[src/cfl_pkg.sv]
// package of constants and types for the cpu flag, low-power and break block
package cfl_pkg;

    // ****************************************
    // condition code register layout
    // ****************************************
    localparam int CFL_CC_C_BIT  = 0;
    localparam int CFL_CC_Z_BIT  = 1;
    localparam int CFL_CC_N_BIT  = 2;
    localparam int CFL_CC_I_BIT  = 3;
    localparam int CFL_CC_H_BIT  = 4;
    localparam int CFL_CC_V_BIT  = 7;
    localparam logic [7:0] CFL_CC_RESET = 8'h68;   // i set, bits 6:5 read one

    // ****************************************
    // opcodes
    // ****************************************
    localparam logic [7:0] CFL_OP_BGEU = 8'h24;
    localparam logic [7:0] CFL_OP_BPLO = 8'h2e;
    localparam logic [7:0] CFL_OP_BPHI = 8'h2f;
    localparam logic [7:0] CFL_OP_TRAP = 8'h83;
    localparam logic [7:0] CFL_OP_IRET = 8'h80;
    localparam logic [7:0] CFL_OP_WAIT = 8'h8f;
    localparam logic [7:0] CFL_OP_STOP = 8'h8e;
    localparam logic [7:0] CFL_OP_ADD  = 8'hab;
    localparam logic [7:0] CFL_OP_SUB  = 8'ha0;
    localparam logic [7:0] CFL_OP_AND  = 8'ha4;
    localparam logic [7:0] CFL_OP_LSL  = 8'h48;
    localparam logic [7:0] CFL_OP_LSR  = 8'h44;
    localparam logic [7:0] CFL_OP_ROL  = 8'h49;
    localparam logic [7:0] CFL_OP_BRSET0 = 8'h00;

    // ****************************************
    // vectors and timing
    // ****************************************
    localparam logic [15:0] CFL_VEC_BREAK   = 16'hfffc;
    localparam logic [15:0] CFL_VEC_MONITOR = 16'hfefc;
    localparam int          CFL_BRANCH_CYCLES = 3;
    localparam int          CFL_BRANCH_LEN    = 2;
    localparam int          CFL_OSC_DELAY_NS  = 40960;
    localparam int          CFL_CLK_NS        = 10;
    localparam int          CFL_OSC_CYCLES    = CFL_OSC_DELAY_NS / CFL_CLK_NS;

    // ****************************************
    // register port addresses
    // ****************************************
    localparam logic [3:0] CFL_ADDR_CC   = 4'h0;
    localparam logic [3:0] CFL_ADDR_ACC  = 4'h1;
    localparam logic [3:0] CFL_ADDR_PCH  = 4'h2;
    localparam logic [3:0] CFL_ADDR_PCL  = 4'h3;
    localparam logic [3:0] CFL_ADDR_STAT = 4'h4;
    localparam logic [3:0] CFL_ADDR_CTRL = 4'h5;

    typedef enum logic [2:0] {
        CFL_FETCH, CFL_OPERAND, CFL_EXEC, CFL_LOWPWR, CFL_OSCWAIT, CFL_BREAK
    } cfl_state_t;

endpackage

[src/cfl_alu.sv]
// alu producing result and carry for the supported operations
`timescale 1ns/1ps
module cfl_alu
    import cfl_pkg::*;
(
    input  wire logic [7:0] i_op,       // opcode
    input  wire logic [7:0] i_a,        // accumulator
    input  wire logic [7:0] i_m,        // operand
    input  wire logic       i_c,        // carry in
    output logic      [7:0] o_res,      // result byte
    output logic            o_c,        // carry out
    output logic            o_upd_c     // carry is updated
);

    // ****************************************
    // combinational alu
    // ****************************************
    always_comb begin
        logic [8:0] wide;
        wide    = 9'h000;
        o_res   = i_a;
        o_c     = i_c;
        o_upd_c = 1'b1;
        case (i_op)
            CFL_OP_ADD: begin
                wide  = {1'b0, i_a} + {1'b0, i_m};
                o_res = wide[7:0];
                o_c   = wide[8];
            end
            CFL_OP_SUB: begin
                wide  = {1'b0, i_a} - {1'b0, i_m};
                o_res = wide[7:0];
                o_c   = wide[8];
            end
            CFL_OP_LSL: begin
                o_res = {i_a[6:0], 1'b0};
                o_c   = i_a[7];
            end
            CFL_OP_LSR: begin
                o_res = {1'b0, i_a[7:1]};
                o_c   = i_a[0];
            end
            CFL_OP_ROL: begin
                o_res = {i_a[6:0], i_c};
                o_c   = i_a[7];
            end
            default: begin
                o_res   = i_a & i_m;
                o_upd_c = 1'b0;
            end
        endcase
    end

endmodule // cfl_alu

[src/cfl_branch.sv]
// relative branch target and condition evaluation
`timescale 1ns/1ps
module cfl_branch
    import cfl_pkg::*;
(
    input  wire logic [7:0]  i_op,      // opcode
    input  wire logic [15:0] i_pc,      // pc at opcode
    input  wire logic [7:0]  i_rel,     // offset byte
    input  wire logic        i_c,       // carry flag
    input  wire logic        i_irq_pin, // external interrupt pin level
    output logic             o_is_br,   // opcode is a handled branch
    output logic             o_take,    // branch condition true
    output logic      [15:0] o_target   // pc + 2 + rel
);

    // ****************************************
    // condition decode
    // ****************************************
    always_comb begin
        o_is_br = 1'b1;
        o_take  = 1'b0;
        case (i_op)
            CFL_OP_BGEU: o_take = ~i_c;
            CFL_OP_BPHI: o_take = i_irq_pin;
            CFL_OP_BPLO: o_take = ~i_irq_pin;
            default:    o_is_br = 1'b0;
        endcase
    end

    // sign-extended offset added to the next-instruction address
    assign o_target = i_pc + 16'(CFL_BRANCH_LEN) + {{8{i_rel[7]}}, i_rel};

endmodule // cfl_branch

[src/cfl_core.sv]
// cpu flag, low-power and break sequencing core
//
// Added by the designer: the address-and-strobe port and the register offsets.
`timescale 1ns/1ps

module cfl_core
    import cfl_pkg::*;
#(
    parameter int OSC_CYCLES = CFL_OSC_CYCLES  // oscillator settling count
)(
    input  wire logic        i_clk,       // 100 mhz bus clock
    input  wire logic        i_sys_rst,   // async reset, active high
    input  wire logic        i_ce,        // clock enable, freezes state when low
    input  wire logic [7:0]  i_opcode,    // fetched opcode
    input  wire logic [7:0]  i_operand,   // operand or offset byte
    input  wire logic        i_op_valid,  // opcode and operand presented
    input  wire logic        i_irq_pin,   // external interrupt pin level
    input  wire logic        i_irq_req,   // any interrupt request
    input  wire logic        i_ext_irq,   // external interrupt request
    input  wire logic        i_brk_req,   // break request level
    input  wire logic        i_brk_last,  // break match on last cycle
    input  wire logic        i_monitor,   // monitor mode
    input  wire logic [3:0]  i_addr,      // register address
    input  wire logic [7:0]  i_wdata,     // register write data
    input  wire logic        i_wr,        // write strobe
    input  wire logic        i_rd,        // read strobe
    output logic      [7:0]  o_rdata,     // read data, one cycle later
    output logic      [7:0]  o_ir,        // instruction register
    output logic      [15:0] o_pc,        // program counter
    output logic      [7:0]  o_cc,        // condition code register
    output logic             o_cpu_clk_en,// cpu clock gate
    output logic             o_in_break,  // break routine active
    output logic             o_ready      // core takes an instruction
);

    // ****************************************
    // state
    // ****************************************
    cfl_state_t  state;
    logic [7:0]  acc;
    logic [1:0]  cyc;
    logic [15:0] osc_cnt;
    logic        in_stop;
    logic        brk_pend;

    logic [7:0]  alu_res;
    logic        alu_c;
    logic        alu_upd_c;
    logic        br_is;
    logic        br_take;
    logic [15:0] br_target;
    logic        inst_end;
    logic        is_alu;

    // the settle counter is 16 bits wide
    if (OSC_CYCLES < 1 || OSC_CYCLES > 65535) begin : g_bad_osc
        $error("OSC_CYCLES out of range");
    end

    // ****************************************
    // datapath helpers
    // ****************************************
    cfl_alu u_alu (
        .i_op    (o_ir),
        .i_a     (acc),
        .i_m     (i_operand),
        .i_c     (o_cc[CFL_CC_C_BIT]),
        .o_res   (alu_res),
        .o_c     (alu_c),
        .o_upd_c (alu_upd_c)
    );

    cfl_branch u_br (
        .i_op      (o_ir),
        .i_pc      (o_pc),
        .i_rel     (i_operand),
        .i_c       (o_cc[CFL_CC_C_BIT]),
        .i_irq_pin (i_irq_pin),
        .o_is_br   (br_is),
        .o_take    (br_take),
        .o_target  (br_target)
    );

    function automatic logic alu_class(input logic [7:0] op);
        alu_class = (op == CFL_OP_ADD) || (op == CFL_OP_SUB) || (op == CFL_OP_AND) ||
                    (op == CFL_OP_LSL) || (op == CFL_OP_LSR) || (op == CFL_OP_ROL);
    endfunction

    // last execution cycle: branches need 3 cycles, others 1
    assign is_alu   = alu_class(o_ir);
    assign inst_end = (state == CFL_EXEC) &&
                      (br_is ? (cyc == 2'(CFL_BRANCH_CYCLES - 1)) : 1'b1);
    assign o_ready  = (state == CFL_FETCH) && ~brk_pend && ~i_brk_req;
    assign o_cpu_clk_en = (state != CFL_LOWPWR) && (state != CFL_OSCWAIT);

    // ****************************************
    // break request latch
    // ****************************************
    always_ff @(posedge i_clk or posedge i_sys_rst) begin
        if (i_sys_rst) begin
            brk_pend <= 1'b0;
        end else if (i_ce) begin
            if (state == CFL_BREAK) begin
                brk_pend <= 1'b0;
            end else if (i_brk_req && state != CFL_FETCH) begin
                brk_pend <= 1'b1;
            end
        end
    end

    // ****************************************
    // sequencer
    // ****************************************
    always_ff @(posedge i_clk or posedge i_sys_rst) begin
        if (i_sys_rst) begin
            state    <= CFL_FETCH;
            o_ir     <= 8'h00;
            o_pc     <= 16'h0000;
            cyc      <= 2'h0;
            osc_cnt  <= 16'h0000;
            in_stop  <= 1'b0;
            o_in_break <= 1'b0;
        end else if (i_ce) begin
            case (state)
                CFL_FETCH: begin
                    cyc <= 2'h0;
                    if (brk_pend || i_brk_req) begin
                        state <= CFL_BREAK;
                    end else if (i_op_valid) begin
                        o_ir  <= i_opcode;
                        state <= CFL_EXEC;
                    end
                end
                CFL_EXEC: begin
                    cyc <= cyc + 2'h1;
                    if (inst_end) begin
                        if (br_is) begin
                            o_pc <= br_take ? br_target
                                            : o_pc + 16'(CFL_BRANCH_LEN);
                        end else begin
                            o_pc <= o_pc + 16'h0001;
                        end
                        if (o_ir == CFL_OP_WAIT) begin
                            state   <= CFL_LOWPWR;
                            in_stop <= 1'b0;
                        end else if (o_ir == CFL_OP_STOP) begin
                            state   <= CFL_LOWPWR;
                            in_stop <= 1'b1;
                        end else if (o_ir == CFL_OP_IRET && o_in_break) begin
                            if (!i_brk_req) begin
                                o_in_break <= 1'b0;
                            end
                            state <= (i_brk_req) ? CFL_BREAK : CFL_FETCH;
                        end else if (brk_pend || i_brk_last) begin
                            state <= CFL_BREAK;
                        end else begin
                            state <= CFL_FETCH;
                        end
                    end
                end
                CFL_LOWPWR: begin
                    // stop wakes only on external interrupts
                    if (in_stop ? i_ext_irq : i_irq_req) begin
                        if (in_stop) begin
                            osc_cnt <= 16'(OSC_CYCLES);
                            state   <= CFL_OSCWAIT;
                        end else begin
                            state <= CFL_FETCH;
                        end
                    end
                end
                CFL_OSCWAIT: begin
                    if (osc_cnt <= 16'h0001) begin
                        state <= CFL_FETCH;
                    end else begin
                        osc_cnt <= osc_cnt - 16'h0001;
                    end
                end
                CFL_BREAK: begin
                    o_ir       <= CFL_OP_TRAP;
                    o_pc       <= i_monitor ? CFL_VEC_MONITOR : CFL_VEC_BREAK;
                    o_in_break <= 1'b1;
                    state      <= CFL_FETCH;
                end
                default: state <= CFL_FETCH;
            endcase
        end
    end

    // ****************************************
    // accumulator and software writes
    // ****************************************
    always_ff @(posedge i_clk or posedge i_sys_rst) begin
        if (i_sys_rst) begin
            acc <= 8'h00;
        end else if (i_ce) begin
            if (i_wr && i_addr == CFL_ADDR_ACC) begin
                acc <= i_wdata;
            end else if (inst_end && is_alu && o_ir != CFL_OP_AND) begin
                acc <= alu_res;
            end
        end
    end

    // ****************************************
    // condition codes
    // ****************************************
    // branches leave all flags untouched; reset and break entry set the mask, cc writes load it from the write data
    always_ff @(posedge i_clk or posedge i_sys_rst) begin
        if (i_sys_rst) begin
            o_cc <= CFL_CC_RESET;
        end else if (i_ce) begin
            if (i_wr && i_addr == CFL_ADDR_CC) begin
                o_cc <= i_wdata;
            end else if (inst_end) begin
                if (is_alu) begin
                    o_cc[CFL_CC_Z_BIT] <= (alu_res == 8'h00);
                    o_cc[CFL_CC_N_BIT] <= alu_res[7];
                    if (alu_upd_c) begin
                        o_cc[CFL_CC_C_BIT] <= alu_c;
                    end
                end else if (o_ir == CFL_OP_BRSET0) begin
                    o_cc[CFL_CC_C_BIT] <= acc[0];
                end else if (o_ir == CFL_OP_WAIT || o_ir == CFL_OP_STOP) begin
                    o_cc[CFL_CC_I_BIT] <= 1'b0;
                end
            end else if (state == CFL_BREAK) begin
                o_cc[CFL_CC_I_BIT] <= 1'b1;
            end
        end
    end

    // ****************************************
    // read port
    // ****************************************
    always_ff @(posedge i_clk or posedge i_sys_rst) begin
        if (i_sys_rst) begin
            o_rdata <= 8'h00;
        end else if (i_ce) begin
            if (!i_rd) begin
                o_rdata <= 8'h00;
            end else if (i_addr == CFL_ADDR_CC) begin
                o_rdata <= o_cc;
            end else if (i_addr == CFL_ADDR_ACC) begin
                o_rdata <= acc;
            end else if (i_addr == CFL_ADDR_PCH) begin
                o_rdata <= o_pc[15:8];
            end else if (i_addr == CFL_ADDR_PCL) begin
                o_rdata <= o_pc[7:0];
            end else if (i_addr == CFL_ADDR_STAT) begin
                o_rdata <= {5'h00, o_in_break, in_stop, ~o_cpu_clk_en};
            end else begin
                o_rdata <= 8'h00;
            end
        end
    end

endmodule // cfl_core

[config.mk]
export PLATFORM = sky130hd
export DESIGN_NAME = cfl_core
export DESIGN_NICKNAME = d
export VERILOG_FILES = /design/src/cfl_pkg.sv /design/src/cfl_alu.sv /design/src/cfl_branch.sv /design/src/cfl_core.sv
export SDC_FILE = /design/constraint.sdc
export NUM_CORES = 1
export LEC_CHECK = 0
export ABC_AREA = 1
export BUFFER_PORTS_ARGS = -buffer_cell sky130_fd_sc_hd__buf_4
export CAP_MARGIN = 40
export CORE_MARGIN = 1
export CORE_UTILIZATION = 36
export CTS_BUF_LIST = sky130_fd_sc_hd__clkbuf_8
export CTS_CLUSTER_DIAMETER = 80
export DETAILED_ROUTE_END_ITERATION = 6
export HOLD_SLACK_MARGIN = 0.15
export PLACE_DENSITY_LB_ADDON = 0.15
export SYNTH_ARGS = -nofsm -noshare
export SYNTH_HDL_FRONTEND = slang
export SYNTH_SLANG_ARGS = --single-unit
[constraint.sdc]
create_clock -name i_clk -period 6.2 [get_ports i_clk]
set_input_delay 1.55 -clock i_clk [delete_from_list [all_inputs] [get_ports i_clk]]
set_output_delay 1.55 -clock i_clk [all_outputs]
set_load 0.02 [all_outputs]
After elaboration in Yosys (flattened, before gate mapping) --
Cells that the tools add are included. Widths: inputs -> output; s select.
Storage, ports and cells: register bits 72
Operators by class: add/subtract/negate cells 7, magnitude comparators 1, equality and inequality tests 41, muxes and demuxes 61, bitwise operators 6, reductions and logical operators 50
Operators with widths (count):
- $mux 16 | 6
- $mux 8 | 9
- $pmux 16 s2 | 2
- $eq 8x8->1 const B | 6
- $pmux 8 s5 | 1
- $mux 3 | 13
- $eq 8x6->1 const B | 3
- $eq 8x7->1 const B | 3
- $mux 1 | 21
- $ne 2x2->1 const B | 10
- $reduce_and 5->1 | 4
- $reduce_bool 2->1 | 9
- $add 16x1->16 const B | 1
- $add 16x16->16 | 1
- $add 16x2->16 const B | 1
- $le 16x1->1 const B | 1
- $logic_not 8->1 | 2
- $pmux 8 s2 | 1
- $sub 16x1->16 const B | 1
- $ne 3x2->1 const B | 4
- $pmux 3 s4 | 1
- $logic_and 1x1->1 | 10
- $add 8x8->9 | 1
- $mux 9 | 1
- 32 further kinds | 54

Longest topological paths before layout --
word-level depth 10, mapped depth 18, mapped depth without buffers 18

By module --
From an unflattened synthesis, not the netlist that was laid out.
Unflattened totals: cells, all modules 1174, area total of the unflattened synthesis 7423.4 um2
Modules (own cells, without submodules):
- cfl_core | instances 1, cells each 735, area an instance 4953.5 um2
- cfl_alu | instances 1, cells each 245, area an instance 1347.5 um2
- cfl_branch | instances 1, cells each 194, area an instance 1122.3 um2

Worst setup path after synthesis --
Ideal clock, no wire load.
path kind input to output, from input i_brk_req, to output o_ready, arrival time 2.169 ns, required time 4.650 ns, path slack 2.481 ns, stages 2, buffers on the path 0, path through or2_2 nor2_1
On the way: longest elaborated chain between the ends 2
RTL lines:
- start: declaration | line cfl_core.sv:20 | input wire logic i_brk_req,
- $not 1->1 | line cfl_core.sv:93 | assign o_ready = (state == CFL_FETCH) && ~brk_pend && ~i_brk_req;
- $logic_and 1x1->1 | line cfl_core.sv:93
- end: declaration | line cfl_core.sv:33 | output logic o_ready
Every way passes these cells.

Worst setup path in the final report --
Ends and elaborated chain as after synthesis.

==> run_results.csv <==
group,metric,value,unit
status,status,"finished with violations",
status,violations,"design-rule violations",
critical_path,startpoint,"i_brk_req",
synthesis,syn_nets,1070,
routing,first_pass_iters,7,
synthesis,synthFlopType,"dfrtp_1",
layout,final_cell_mix,"nand2_1 (221), inv_1 (127), nor2_1 (103)",
layout,final_common_cell,"nand2_1",
sta,rsz0062_at_grt,"false",
layout,fin_nets,1150,
min_path,hold_class,"flip-flop to flip-flop",
clock_tree,numCtsBuffers,9,
synthesis,synth.distinct_cells,62,
layout,seqCellArea,1810,µm²
synthesis,synth.top_cell.area_share,25.8,%
critical_path,end_kind,"output pin",
die,dieArea,19100,µm²
synthesis,yosys.area.top_type,"dfrtp_1",
power,ir_worst_vdd,217,µV
clock_tree,clock_latency,0.37,ns
die,io_pins,83,
sta,timing.hold.ws,0.483,ns
die,core_area,18100,µm²
power,p_int,1.67,mW
synthesis,synthSimpleGateAreaFrac,31.2,%
sta,skew,0.0111,ns
critical_path,crit_top_cell,"buf_4",
global_route,grt_pass1_vias,6611,
synthesis,ys_ff_latch,72,
global_route,overflow,0,
clock_tree,cts_resized,0,
clock_tree,clock_path_buffers,2,
critical_path,critPathBufInv,2,
job,cap_viol_max_count,0,
sta,slew-limit-headroom,44.2,%
synthesis,synth_top_family_by_area,"simple AND/OR/NAND/NOR gates",
clock_tree,cts_setup_buffers,0,
critical_path,crit_chain,"buf_4, or2_2, nor2_1, buf_4",
sta,period_minus_slack,3.82,ns
placement,place_congestion,0.937,
min_path,worst_hold_startpoint,"o_cc[6]",
critical_path,path_class,"primary input to output pin",
sta,hold_viol,0,
sta,fmax,262,MHz
layout,nFillCells,1927,
critical_path,arrival,2.27,ns
critical_path,cpLargestDelayFamily,"simple AND/OR/NAND/NOR gates",
synthesis,synth_edf_count,0,
clock_tree,root_buffer,"clkbuf_8",
die,start_util,37.0,%
routing,drt_wl_total,22100,µm
synthesis,synthXorXnorAreaFrac,4.85,%
layout,drive_gt1_share,14.6,%
synthesis,yosys_warnings,0,
routing,via_per_inst,5.29,
layout,syn2layout_area_growth,15.9,%
die,die_width,138,µm
synthesis,netlist_area,6690,µm²
die,die_h,138,µm
clock_tree,cts_hold_buf,0,
sta,fin_crit_sh,61.6,%
global_route,antenna_found_initial,0,
global_route,grt_max_degree,61,
synthesis,syn_avg_cell_area,6.78,µm²
sta,worst_slew_pin_slew,0.837,ns
layout,antenna_cells,0,
synthesis,muxShareOfSynthArea,0,%
clock_tree,tritoncts,"done",
placement,io_buffers,82,
critical_path,critPathLaunchType,"primary input",
global_route,grt_usage,23.8,%
sta,slew_viol_final,0,
synthesis,synthCells,986,
routing,detail_route.wl_per_cell,17.0,µm
routing,vias,6871,
routing,drt_iter0_markers,537,
power,pwr-share-seq,25.7,%
routing,postRouteAntennaNets,0,
power,power-per-cell-area,463,nW/µm²
synthesis,async_reset_ff_share,100,%
clock_tree,clkTransAtPathRegs,0.08,ns
clock_tree,htreeDepth,3,
power,p_sw_share,53.4,%
layout,multi_input_area,4250,µm²
synthesis,synth.area.top_cells,"dfrtp_1 (26%), nand2_1 (12%), ha_1 (7.7%), inv_1 (7.2%), nor2_1 (5.8%)",
placement,dp_hpwl,17500,µm
die,num_rows,49,
synthesis,synth-seq-area-share,27.0,%
critical_path,path_max_fanout,3,
synthesis,synth_compound_area_share,19.0,%
global_route,grt_pass1_wl,35800,µm
sta,fin_tns_setup,0,ns
power,clkPwrFrac,11.7,%
power,p_leak,3.83,nW
power,pwr-share-comb,62.6,%
critical_path,cp.required,4.65,ns
critical_path,cp_slowest_stage_delay,0.29,ns
critical_path,timing.rr.start,"o_pc[1]",
clock_tree,clock_sinks,72,
routing,route.detailed.drc,18,
power,power_switching,1.92,mW
critical_path,crit_slowest_cell,"or2_2",
sta,finalSetupViolCount,0,
synthesis,synth_fa_ha_area_share,8.57,%
-- power groups by stage --
stage	registers (mW)	clock network, mW	logic [mW]
after global routing	0.953	0.449	2.53
after floorplan	0.938	0	1.54
final	0.922	0.421	2.25
after global placement	0.932	0	2.22
after detailed placement	0.926	0	2.23
after CTS	0.920	0.427	2.24
-- through the flow --
step	instances	utilization (%)	setup slack, ns	area [µm²]	power (mW)
2_1_floorplan	986	-	2.48	6690	2.47
3_3_place_gp	1283	41.5	2.39	7510	3.15
3_5_place_dp	1284	41.7	2.39	7540	3.15
4_1_cts	1299	42.9	2.39	7750	3.59
5_1_grt	1299	42.9	2.34	7750	3.94
6_report	1299	42.9	2.38	7750	3.59
-- registers in the layout, indices dropped and copies added (netlist names) --
| register | flops |
|---|---|
| o_rdata | 8 |
| acc | 8 |
| state | 3 |
| o_pc | 16 |
| osc_cnt | 16 |
| in_stop | 1 |
| o_cc | 8 |
| o_ir | 8 |
| brk_pend | 1 |
| cyc | 2 |
| o_in_break | 1 |
-- worst min-delay path, stage by stage (launching register included) --
cell	delay [ns]
dfstp_2	0.39
nand2_1	0.06
nand2_1	0.04
-- worst paths after layout --
check                      endpoint  slack [ns]  cells past startpoint
min in group asynchronous  o_pc[11]        1.18                      3
hold reg to reg             o_cc[6]        0.48                      2
setup reg to reg           o_pc[15]        2.99                     16
max in group asynchronous   o_cc[6]        4.39                      4
setup / recovery            o_ready        2.38                      4
hold / removal              o_cc[6]        0.48                      2
-- area by class of cell --
| type | instances | area share [%] |
|---|---|---|
| sequential | 72 | 23.3 |
| multi-input combinational | 756 | 54.9 |
| clock inverter | 6 | 1.10 |
| inverter | 143 | 7.02 |
| tap | 229 | 3.70 |
| timing repair buffer | 84 | 8.40 |
| clock buffer | 9 | 1.60 |
-- layer usage --
metal  wire [µm]  vias up  share of wire (%)  GRT usage (%)
li1            -     3434                  -              -
met1       10700     3229                 48           33.2
met2       10100      179                 46           38.5
met3         977       29                4.4           3.78
met4         416        0                1.9           5.68
met5           0        -                  0              0
-- Yosys cell counts (all sizes together), types with 5 or more instances --
| cell | instances |
|---|---|
| nor3 | 12 |
| ha | 41 |
| o31ai | 9 |
| o21ai | 82 |
| a211oi | 5 |
| xnor2 | 8 |
| xor2 | 29 |
| a21oi | 61 |
| or2 | 7 |
| dfrtp | 69 |
| o211ai | 12 |
| nor2 | 113 |
| nand3 | 79 |
| nand4 | 16 |
| o22ai | 10 |
| nand2 | 230 |
| a22oi | 5 |
| buf | 11 |
| inv | 142 |
-- logic make-up after synthesis --
family | Yosys count
and+or+nand+nor | 466
AOI/OAI and AO/OA | 209
buffers and inverters | 158
DFF | 72
adders and majority gates | 44
xor gates and xnor gates | 37
No activity file was read; power rests on OpenSTA's default activity.
